--- src/design/flash_charge_pkg.sv ---
// ============================================================
// Shared constants and carriers of the flash charge controller
package flash_charge_pkg;
   // Clock rate in MHz (4 ns period)
   localparam int CLK_MHZ = 250;
   // Longest switch on phase, in microseconds
   localparam int MAX_ON_US = 100;
   // Longest switch off phase, in microseconds
   localparam int MAX_OFF_US = 50;
   // Longest times round down to whole cycles
   localparam int MAX_ON_CYC = MAX_ON_US * CLK_MHZ;
   localparam int MAX_OFF_CYC = MAX_OFF_US * CLK_MHZ;
   // Phase timer width, enough for either limit
   localparam int TMR_W = 16;
   localparam logic [TMR_W-1:0] TMR_ZERO = 16'h0000;
   localparam logic [TMR_W-1:0] TMR_ONE = 16'h0001;
   // Number of synchronised inputs and their positions
   localparam int SYNC_W = 7;
   localparam int SB_FULL = 0;
   localparam int SB_ZERO = 1;
   localparam int SB_PEAK = 2;
   localparam int SB_SWOV = 3;
   localparam int SB_HOT = 4;
   localparam int SB_REQ = 5;
   localparam int SB_TRIG = 6;
   localparam logic [SYNC_W-1:0] SYNC_RST = 7'h00;

   // Analog comparator outputs as seen by the control logic
   typedef struct packed {
      logic over_temp;
      logic switch_ov;
      logic peak_current;
      logic zero_kickback;
      logic full_voltage;
   } comparator_s;

   // Switching phase, Gray coded along idle, on, off
   typedef enum logic [1:0] {
      PH_IDLE = 2'h0,
      PH_ON = 2'h1,
      PH_OFF = 2'h3
   } phase_e;
endpackage

--- src/design/flash_charge_controller.sv ---
`timescale 1ns/10ps
// Behaviour
// - Gate output follows flash trigger only while charge request is low.
// - Charge-done is open drain, pulled low once the capacitor is full.
// - Charge-done stays released while charging and during any fault.
// - Charge-done is released when the charge request falls.
// - One charge enable latch holds the on/off charging state.
// - Only a rising charge request sets the latch and starts a run.
// - Latch clears on request low, full charge, or switch overvoltage.
// - Full-voltage report stops charging and asserts charge-done.
// - After overvoltage fault, charge-done never asserts while request stays high.
// - During on phase, peak-current report turns the switch off.
// - During off phase, zero-kickback report turns the switch back on.
// - During off phase, full-voltage report ends charging.
// - On phase longer than the on limit forces the switch off.
// - Off phase longer than the off limit forces the switch on.
// - Overvoltage during the on phase latches the device off.
// - Over-temperature stops everything; resumes when cool if request stayed high.
module flash_charge_controller
   import flash_charge_pkg::*;
#(
   parameter int MAX_ON_CYCLES = MAX_ON_CYC,
   parameter int MAX_OFF_CYCLES = MAX_OFF_CYC
) (
   // Clock and reset
   input wire logic clk_sys,
   input wire logic rst_n,
   // Host pins
   input wire logic charge_request,
   input wire logic flash_trigger,
   // Analog comparator reports
   input wire comparator_s cmp_in,
   // Power stage drives
   output logic primary_switch,
   output logic flash_gate_drive,
   // Open-drain charge-done pin; enable low pulls the pin low
   output logic charge_done_n_out,
   output logic charge_done_n_oe_n,
   // Status
   output logic charge_enable_latch,
   output logic switch_overvoltage_fault
);
   // ============================================================
   // Input synchronisation
   logic [SYNC_W-1:0] raw_in;
   logic [SYNC_W-1:0] syn;
   logic req_s;
   logic trig_s;
   logic hot_s;

   assign raw_in = {flash_trigger, charge_request, cmp_in.over_temp, cmp_in.switch_ov,
                    cmp_in.peak_current, cmp_in.zero_kickback, cmp_in.full_voltage};

   input_sync #(.WIDTH(SYNC_W)) u_sync (
      .clk_sys(clk_sys),
      .rst_n(rst_n),
      .async_in(raw_in),
      .sync_out(syn)
   );

   assign req_s = syn[SB_REQ];
   assign trig_s = syn[SB_TRIG];
   assign hot_s = syn[SB_HOT];

   // ============================================================
   // State
   logic req_d_r;
   logic en_r, en_nxt;
   logic ovf_r, ovf_nxt;
   logic done_r, done_nxt;
   phase_e phase_r, phase_nxt;
   logic [TMR_W-1:0] cnt_r, cnt_nxt;
   logic sw_r, sw_nxt;
   logic gate_r, gate_nxt;
   logic oe_n_r, oe_n_nxt;
   logic req_rise;
   logic req_fall;
   logic full_evt;
   logic ov_evt;
   logic on_expired;
   logic off_expired;

   // Edges seen on the synchronised request only
   assign req_rise = req_s && !req_d_r;
   assign req_fall = !req_s && req_d_r;

   // Timer limits; a phase ends in the cycle its count reaches limit minus one
   assign on_expired = (cnt_r >= TMR_W'(MAX_ON_CYCLES - 1));
   assign off_expired = (cnt_r >= TMR_W'(MAX_OFF_CYCLES - 1));

   // Full charge is only judged on the kickback, so only in the off phase.
   // A falling request ends the run first, so done can never outlive it.
   assign full_evt = en_r && req_s && !hot_s && (phase_r == PH_OFF) && syn[SB_FULL];
   // Switch node overvoltage is only meaningful while the switch conducts
   assign ov_evt = en_r && (phase_r == PH_ON) && syn[SB_SWOV];

   // ============================================================
   // Enable latch, fault latch and charge-done flag
   always_comb begin
      // A new run wins over a same-cycle stop event
      if (req_rise) begin
         en_nxt = 1'b1;
      end else if (!req_s || full_evt || ov_evt) begin
         en_nxt = 1'b0;
      end else begin
         en_nxt = en_r;
      end
      // Fault set wins; a fresh run clears it
      if (ov_evt) begin
         ovf_nxt = 1'b1;
      end else if (req_rise) begin
         ovf_nxt = 1'b0;
      end else begin
         ovf_nxt = ovf_r;
      end
      // Done flag set by full charge, cleared by request fall or new run
      if (full_evt) begin
         done_nxt = 1'b1;
      end else if (req_fall || req_rise) begin
         done_nxt = 1'b0;
      end else begin
         done_nxt = done_r;
      end
   end

   // ============================================================
   // Switching phase sequencer with on and off time limits
   always_comb begin
      phase_nxt = phase_r;
      cnt_nxt = cnt_r + TMR_ONE;
      case (phase_r)
         PH_IDLE: begin
            cnt_nxt = TMR_ZERO;
            if (en_nxt && !hot_s) begin
               phase_nxt = PH_ON;
            end
         end
         PH_ON: begin
            if (syn[SB_PEAK] || on_expired) begin
               phase_nxt = PH_OFF;
               cnt_nxt = TMR_ZERO;
            end
         end
         PH_OFF: begin
            if (syn[SB_ZERO] || off_expired) begin
               phase_nxt = PH_ON;
               cnt_nxt = TMR_ZERO;
            end
         end
         default: begin
            phase_nxt = PH_IDLE;
            cnt_nxt = TMR_ZERO;
         end
      endcase
      // Stop or heat drops to idle; the latch survives heat so charging resumes
      if (!en_nxt || hot_s) begin
         phase_nxt = PH_IDLE;
         cnt_nxt = TMR_ZERO;
      end
   end

   // ============================================================
   // Registered pin values
   always_comb begin
      sw_nxt = (phase_nxt == PH_ON);
      gate_nxt = trig_s && !req_s && !hot_s;
      // Released during heat and after a fault, pulled low only when done
      oe_n_nxt = !(done_nxt && !hot_s && !ovf_nxt);
   end

   // State registers
   always_ff @(posedge clk_sys or negedge rst_n) begin
      if (!rst_n) begin
         req_d_r <= 1'b0;
         en_r <= 1'b0;
         ovf_r <= 1'b0;
         done_r <= 1'b0;
         phase_r <= PH_IDLE;
         cnt_r <= TMR_ZERO;
         sw_r <= 1'b0;
         gate_r <= 1'b0;
         oe_n_r <= 1'b1;
      end else begin
         req_d_r <= req_s;
         en_r <= en_nxt;
         ovf_r <= ovf_nxt;
         done_r <= done_nxt;
         phase_r <= phase_nxt;
         cnt_r <= cnt_nxt;
         sw_r <= sw_nxt;
         gate_r <= gate_nxt;
         oe_n_r <= oe_n_nxt;
      end
   end

   // Outputs straight from flip-flops; pin level when driven is always low
   assign primary_switch = sw_r;
   assign flash_gate_drive = gate_r;
   assign charge_done_n_out = 1'b0;
   assign charge_done_n_oe_n = oe_n_r;
   assign charge_enable_latch = en_r;
   assign switch_overvoltage_fault = ovf_r;
endmodule

--- src/design/input_sync.sv ---
`timescale 1ns/10ps
// ============================================================
// Two flip-flop synchroniser bank
module input_sync
   import flash_charge_pkg::*;
#(
   parameter int WIDTH = SYNC_W
) (
   // Clock and reset
   input wire logic clk_sys,
   input wire logic rst_n,
   // Asynchronous levels in, synchronised levels out
   input wire logic [WIDTH-1:0] async_in,
   output logic [WIDTH-1:0] sync_out
);
   // ============================================================
   // One stage pair per bit; the first stage feeds only the second
   genvar i;
   generate
      for (i = 0; i < WIDTH; i = i + 1) begin : g_bit
         logic meta_r;
         logic hold_r;
         always_ff @(posedge clk_sys or negedge rst_n) begin
            if (!rst_n) begin
               meta_r <= 1'b0;
               hold_r <= 1'b0;
            end else begin
               meta_r <= async_in[i];
               hold_r <= meta_r;
            end
         end
         assign sync_out[i] = hold_r;
      end
   endgenerate
endmodule

--- config.mk ---
export PLATFORM = sky130hd
export DESIGN_NAME = flash_charge_controller
export DESIGN_NICKNAME = d
export VERILOG_FILES = /design/src/design/flash_charge_pkg.sv /design/src/design/flash_charge_controller.sv /design/src/design/input_sync.sv
export SDC_FILE = /design/constraint.sdc
export NUM_CORES = 1
export LEC_CHECK = 0
export ABC_AREA = 1
export BUFFER_PORTS_ARGS = -buffer_cell sky130_fd_sc_hd__buf_2
export CORE_MARGIN = 8
export CORE_UTILIZATION = 52
export DETAILED_ROUTE_END_ITERATION = 10
export PLACE_DENSITY = 0.74
export REMOVE_ABC_BUFFERS = 1
export SYNTH_ARGS = -nofsm -noshare
export SYNTH_HDL_FRONTEND = slang
export SYNTH_SLANG_ARGS = --single-unit
--- constraint.sdc ---
create_clock -name clk_sys -period 1.71 [get_ports clk_sys]
set_clock_uncertainty 0.2 [all_clocks]
set_input_delay 0.171 -clock clk_sys [delete_from_list [all_inputs] [get_ports clk_sys]]
set_output_delay 0.171 -clock clk_sys [all_outputs]
set_load 0.03 [all_outputs]
### After elaboration in Yosys (flattened, before gate mapping)

Cells that the tools add are included.

* add/subtract/negate cells: 1
* $mul: 0
* divide/modulo/power cells: 0
* magnitude comparators: 2
* equal/unequal tests: 3
* shift-type cells: 0
* muxes and demuxes: 15
* bitwise logic cells: 0
* reduce and logical (&&, ||, !) cells: 26

Operators with widths (count)
* $mux 16: 3
* $pmux 16 s2: 1
* $add 16x1->16 const B: 1
* $ge 16x14->1 const B: 1
* $ge 16x15->1 const B: 1
* $logic_and 1x1->1: 13
* $mux 2: 4
* $logic_not 1->1: 6
* $logic_or 1x1->1: 6
* $mux 1: 6
* $pmux 2 s3: 1
* $eq 2x1->1 const B: 2
* $eq 2x2->1 const B: 1
* $logic_not 2->1: 1

* bits in registers: 39
* bits in latches: 0
* memory bits (writable): 0
* ROM bits: 0
* input bits: 9
* word-level logic and storage cells: 70
* memories kept: 0

### Depth between registers and ports, before layout

* depth after elaboration: 13
* mapped depth: 11
* gate-level depth less buffers: 10

### Cells and area by module

From an unflattened synthesis, not the netlist that was laid out.

* cells, all modules: 188
* area total of the unflattened synthesis: 1780.5 um^2

By module, submodules not included
* flash_charge_controller: times used 1, cells an instance 167, area an instance 1377.6 um^2, seq. area each 626.9 um^2
* input_sync: times used 1, cells an instance 21, area an instance 402.9 um^2, seq. area each 350.3 um^2

### Worst setup path after synthesis

Ideal clock, no wire load.

* path type: register to register
* start: reg cnt_r[0]
* end: reg cnt_r[8]
* setup time: 0.068 ns
* data arrival time: 1.361 ns
* required time: 1.442 ns
* path slack: 0.080 ns
* cell stages (with the launch flop): 12
* path buffers: 1
* period minus slack after synthesis: 1.630 ns
* cells stage by stage: dfrtp_1 > ha_1 > nor2_1 > nand2_1 > nand3_1 > nand2_1 > nand2_2 > nand2_4 > nand2_4 > nand2_4 > buf_12 > nor2_4

* word-level cells in the longest chain between the ends: 5
* elaborated cells between the ends (all ways): 9

Ends and longest elaborated chain
* start, declared: line flash_charge_controller.sv:72 `logic [TMR_W-1:0] cnt_r, cnt_nxt;`
* start signal, assigned: line flash_charge_controller.sv:189 `cnt_r <= cnt_nxt;`
* $ge 16x14->1 or $ge 16x15->1 (tied branches): line flash_charge_controller.sv:89, flash_charge_controller.sv:88
* $logic_or 1x1->1 (on tied branches): line flash_charge_controller.sv:145, flash_charge_controller.sv:139
* $mux 16 (on tied branches): line flash_charge_controller.sv:145, flash_charge_controller.sv:139
* $pmux 16 s2 *: line flash_charge_controller.sv:131 `case (phase_r)`
* $mux 16 *: line flash_charge_controller.sv:156 `if (!en_nxt || hot_s) begin`
* via cnt_nxt[8]: line flash_charge_controller.sv:72

The timed path passes the listed nets; every way through them passes the cells marked *.

### Worst setup path in the final report

* start: reg cnt_r[1]
* end: reg cnt_r[13]

Same word-level chain as after synthesis.

==> impl_metrics.toml <==
[timing]
maxSlewViolCount = 0
hold_viol = 0
rsz0062_at_grt = "yes"
fin_crit_ns = 1.71
finalCritPeriodShare_pct = 100
finalSetupViolCount = 3
fin_ws_ns = -0.00386
timing.fmax_mhz = 583
finalHoldWorstSlack_ns = 0.0385

[drt]
dr_wl_met3_um = 134
drtPass1Iterations = 4
drtAntennaViolNets = 0
route.detailed.drc = 0
wl_mm = 3.30
vias_per_cell = 4.85
top_layer = "met4"
wire_per_inst_um = 12.3
drt_first_iter_violations = 40
wl_met2_mm = 1.65
met1Wirelength_mm = 1.46
dr_total_vias = 1296

[place]
portBuffers = 13
place_area_mm2 = 0.00196
hpwl_mm = 2.31
routabilityCongestion = 0.834

[finish]
area_growth_pct = 17.7
final_cell_mix = "nand2_1, dfrtp_1, nor2_1, inv_1, buf_2"
drive_gt1_share_pct = 27.1
fin_util_pct = 63.9
nets = 232
fin_area_mm2 = 0.00215
n_antenna_cell = 0

[floorplanning]
start_util_pct = 54.3
die_h_um = 75.3
ioPinCount = 15
num_rows = 21
die_area_mm2 = 0.00566
design.core.area_mm2 = 0.00336
die_w_um = 75.3

[pwr]
clock_power_share_pct = 31.3
swShare_pct = 26.4
p_switching_w = 0.000415
comb_power_share_pct = 7.3
p_int_w = 0.00116
finalPower_w = 0.00157
p_leak_nw = 0.983
seq_power_share_pct = 61.4
vdd.ir_drop.worst_uv = 837
power-per-cell-area_mw_per_mm2 = 732

[setup_path]
reg2reg_from = "cnt_r[1]"
cp_cell_sequence = "ha_2 > nand2_1 > nand2_1 > nand2_1 > nand2_1 > nand2_2 > nand3_2 > nand2_4 > buf_4 > nand3_1 > nor2_1"
rrSetupSlack_ns = -0.004
end_kind = "flop"
startpoint = "cnt_r[1]"
required_ns = 1.78
crit_top_cell = "nand2_1"
slowest_delay_ns = 0.44
cpMaxStageDelayCell = "dfrtp_1"
path_class = "flop to flop"
critical-path-top-delay-family = "simple AND/OR/NAND/NOR gates"
cp_max_fo = 3
crit_path_start_kind = "flop"
arrival_ns = 1.79
crit_buf_inv = 1

[grt]
grt_pass1_vias = 1257
grt_overflow_total = 0
grt_usage_pct = 12.9
grt_max_degree = 18
grt_pass1_wl_mm = 5.51
antenna_found_initial = 0

[logic_synthesis]
async_flop_share_pct = 100
synth_top_area_share_pct = 52.1
synth_cell_type_count = 31
synthFlopType = "dfrtp_1"
syn_area_per_cell_um2 = 9.81
synth_edf_count = 0
ys_ff_latch = 39
synth_area_leaders = "dfrtp_1, nand2_1, nor2_4, nor2_1, inv_1"
yosys.area.top_type = "dfrtp_1"
seq_area_frac_synth_pct = 53.5
mappedNetlistArea_mm2 = 0.00183
yosysWarnings = 0
syn_inst = 186

[run_status]
violations = "negative setup slack"
status = "complete, but fails checks"

[clocking]
clk_path_buf_depth = 2
cts_root_buf = "clkbuf_4"
h-tree-depth = 2
clk-insertion-delay-late_ns = 0.35
cts_tree = "built"
cts_inserted_buffers = 5
clk_pin_slew_ns = 0.14
cts_sinks = 39

[hold_path]
hp-class = "input pin to asynchronous set/reset pin"

[flow_run]
maxCapViolCount = 0
[logic make-up (layout without fill, tap and decap cells)]
| family | Yosys count | count (layout) | synth area share (%) |
|---|---|---|---|
| fa+ha+maj | 3 | 3 | 2.06 |
| buf+inv | 25 | 59 | 6.65 |
| other cells | 1 | 2 | 0.205 |
| xor+xnor | 8 | 8 | 3.84 |
| simple gates | 100 | 100 | 29.7 |
| flops | 39 | 39 | 53.5 |
| compound gates | 10 | 10 | 3.98 |
[area by class of cell]
| cell class | count | area, um^2 |
|---|---|---|
| inverter | 22 | 82.6 |
| timing repair buffer | 29 | 205 |
| sequential | 39 | 977 |
| clock buffer | 5 | 37.5 |
| multi-input combinational | 123 | 764 |
| clock inverter | 3 | 23.8 |
| tap | 46 | 57.6 |
| fill | 296 | 1210 |
[power by group through the flow]
stage | Sequential (W) | Clock, W | Combinational [W]
6_report | 0.000965 | 0.000493 | 0.000115
5_1_grt | 0.000970 | 0.000551 | 0.000128
4_1_cts | 0.000966 | 0.000522 | 0.000115
3_5_place_dp | 0.000984 | 0 | 0.0000988
3_3_place_gp | 0.000982 | 0 | 0.0000956
2_1_floorplan | 0.000996 | 0 | 0.0000369
[flip-flops by register name, summed over array words and instances, names as in the netlist, 2 cells and up]
register / cells
phase_r: 2
u_sync.g_bit.hold_r: 7
cnt_r: 16
u_sync.g_bit.meta_r: 7
[cells in the mapped netlist, types with 2 or more instances]
cell,instances
xor2_1,7
nor2_1,25
nand4_1,2
nand2_4,3
nand3_2,2
ha_1,3
dfrtp_1,38
o21ai_0,3
inv_1,19
a21oi_1,2
nand3_1,10
nand2_1,40
clkinv_1,2
nor2_4,11
nand2_2,3
[what timing repair did]
action	4_1_cts	5_1_grt
endpoints found under the hold margin	45	0
resized for setup	2	7
endpoints found under the setup margin	13	16
pin swaps	0	2
hold buffers	8	0
setup buffers	1	1
[through the flow]
step                worst slack (ns)  setup TNS, ns  std cells
finish                      -0.00386       -0.00866        267
global route                 -0.0947         -0.929        267
CTS                          0.00186              0        266
detailed placement           -0.0302        -0.0813        249
global placement              0.0371              0        249
floorplan                     0.0552              0        184
[per-layer routing]
layer | GRT usage (%) | vias up
li1 | - | 640
met1 | 14.8 | 630
met2 | 21.9 | 19
met3 | 4.66 | 7
met4 | 3.62 | 0
met5 | 0 | -
[worst paths after layout]
check / to / cells after the start
worst max register to register: cnt_r[13] / 11
worst max-delay path: cnt_r[13] / 11
worst min-delay path: cnt_r[10] / 2
worst min register to register: u_sync.g_bit[4].hold_r / 0
max in group asynchronous: charge_done_n_oe_n / 3
min in group clk_sys: u_sync.g_bit[4].hold_r / 0
Note: power is estimated with default switching activity, not from simulation.
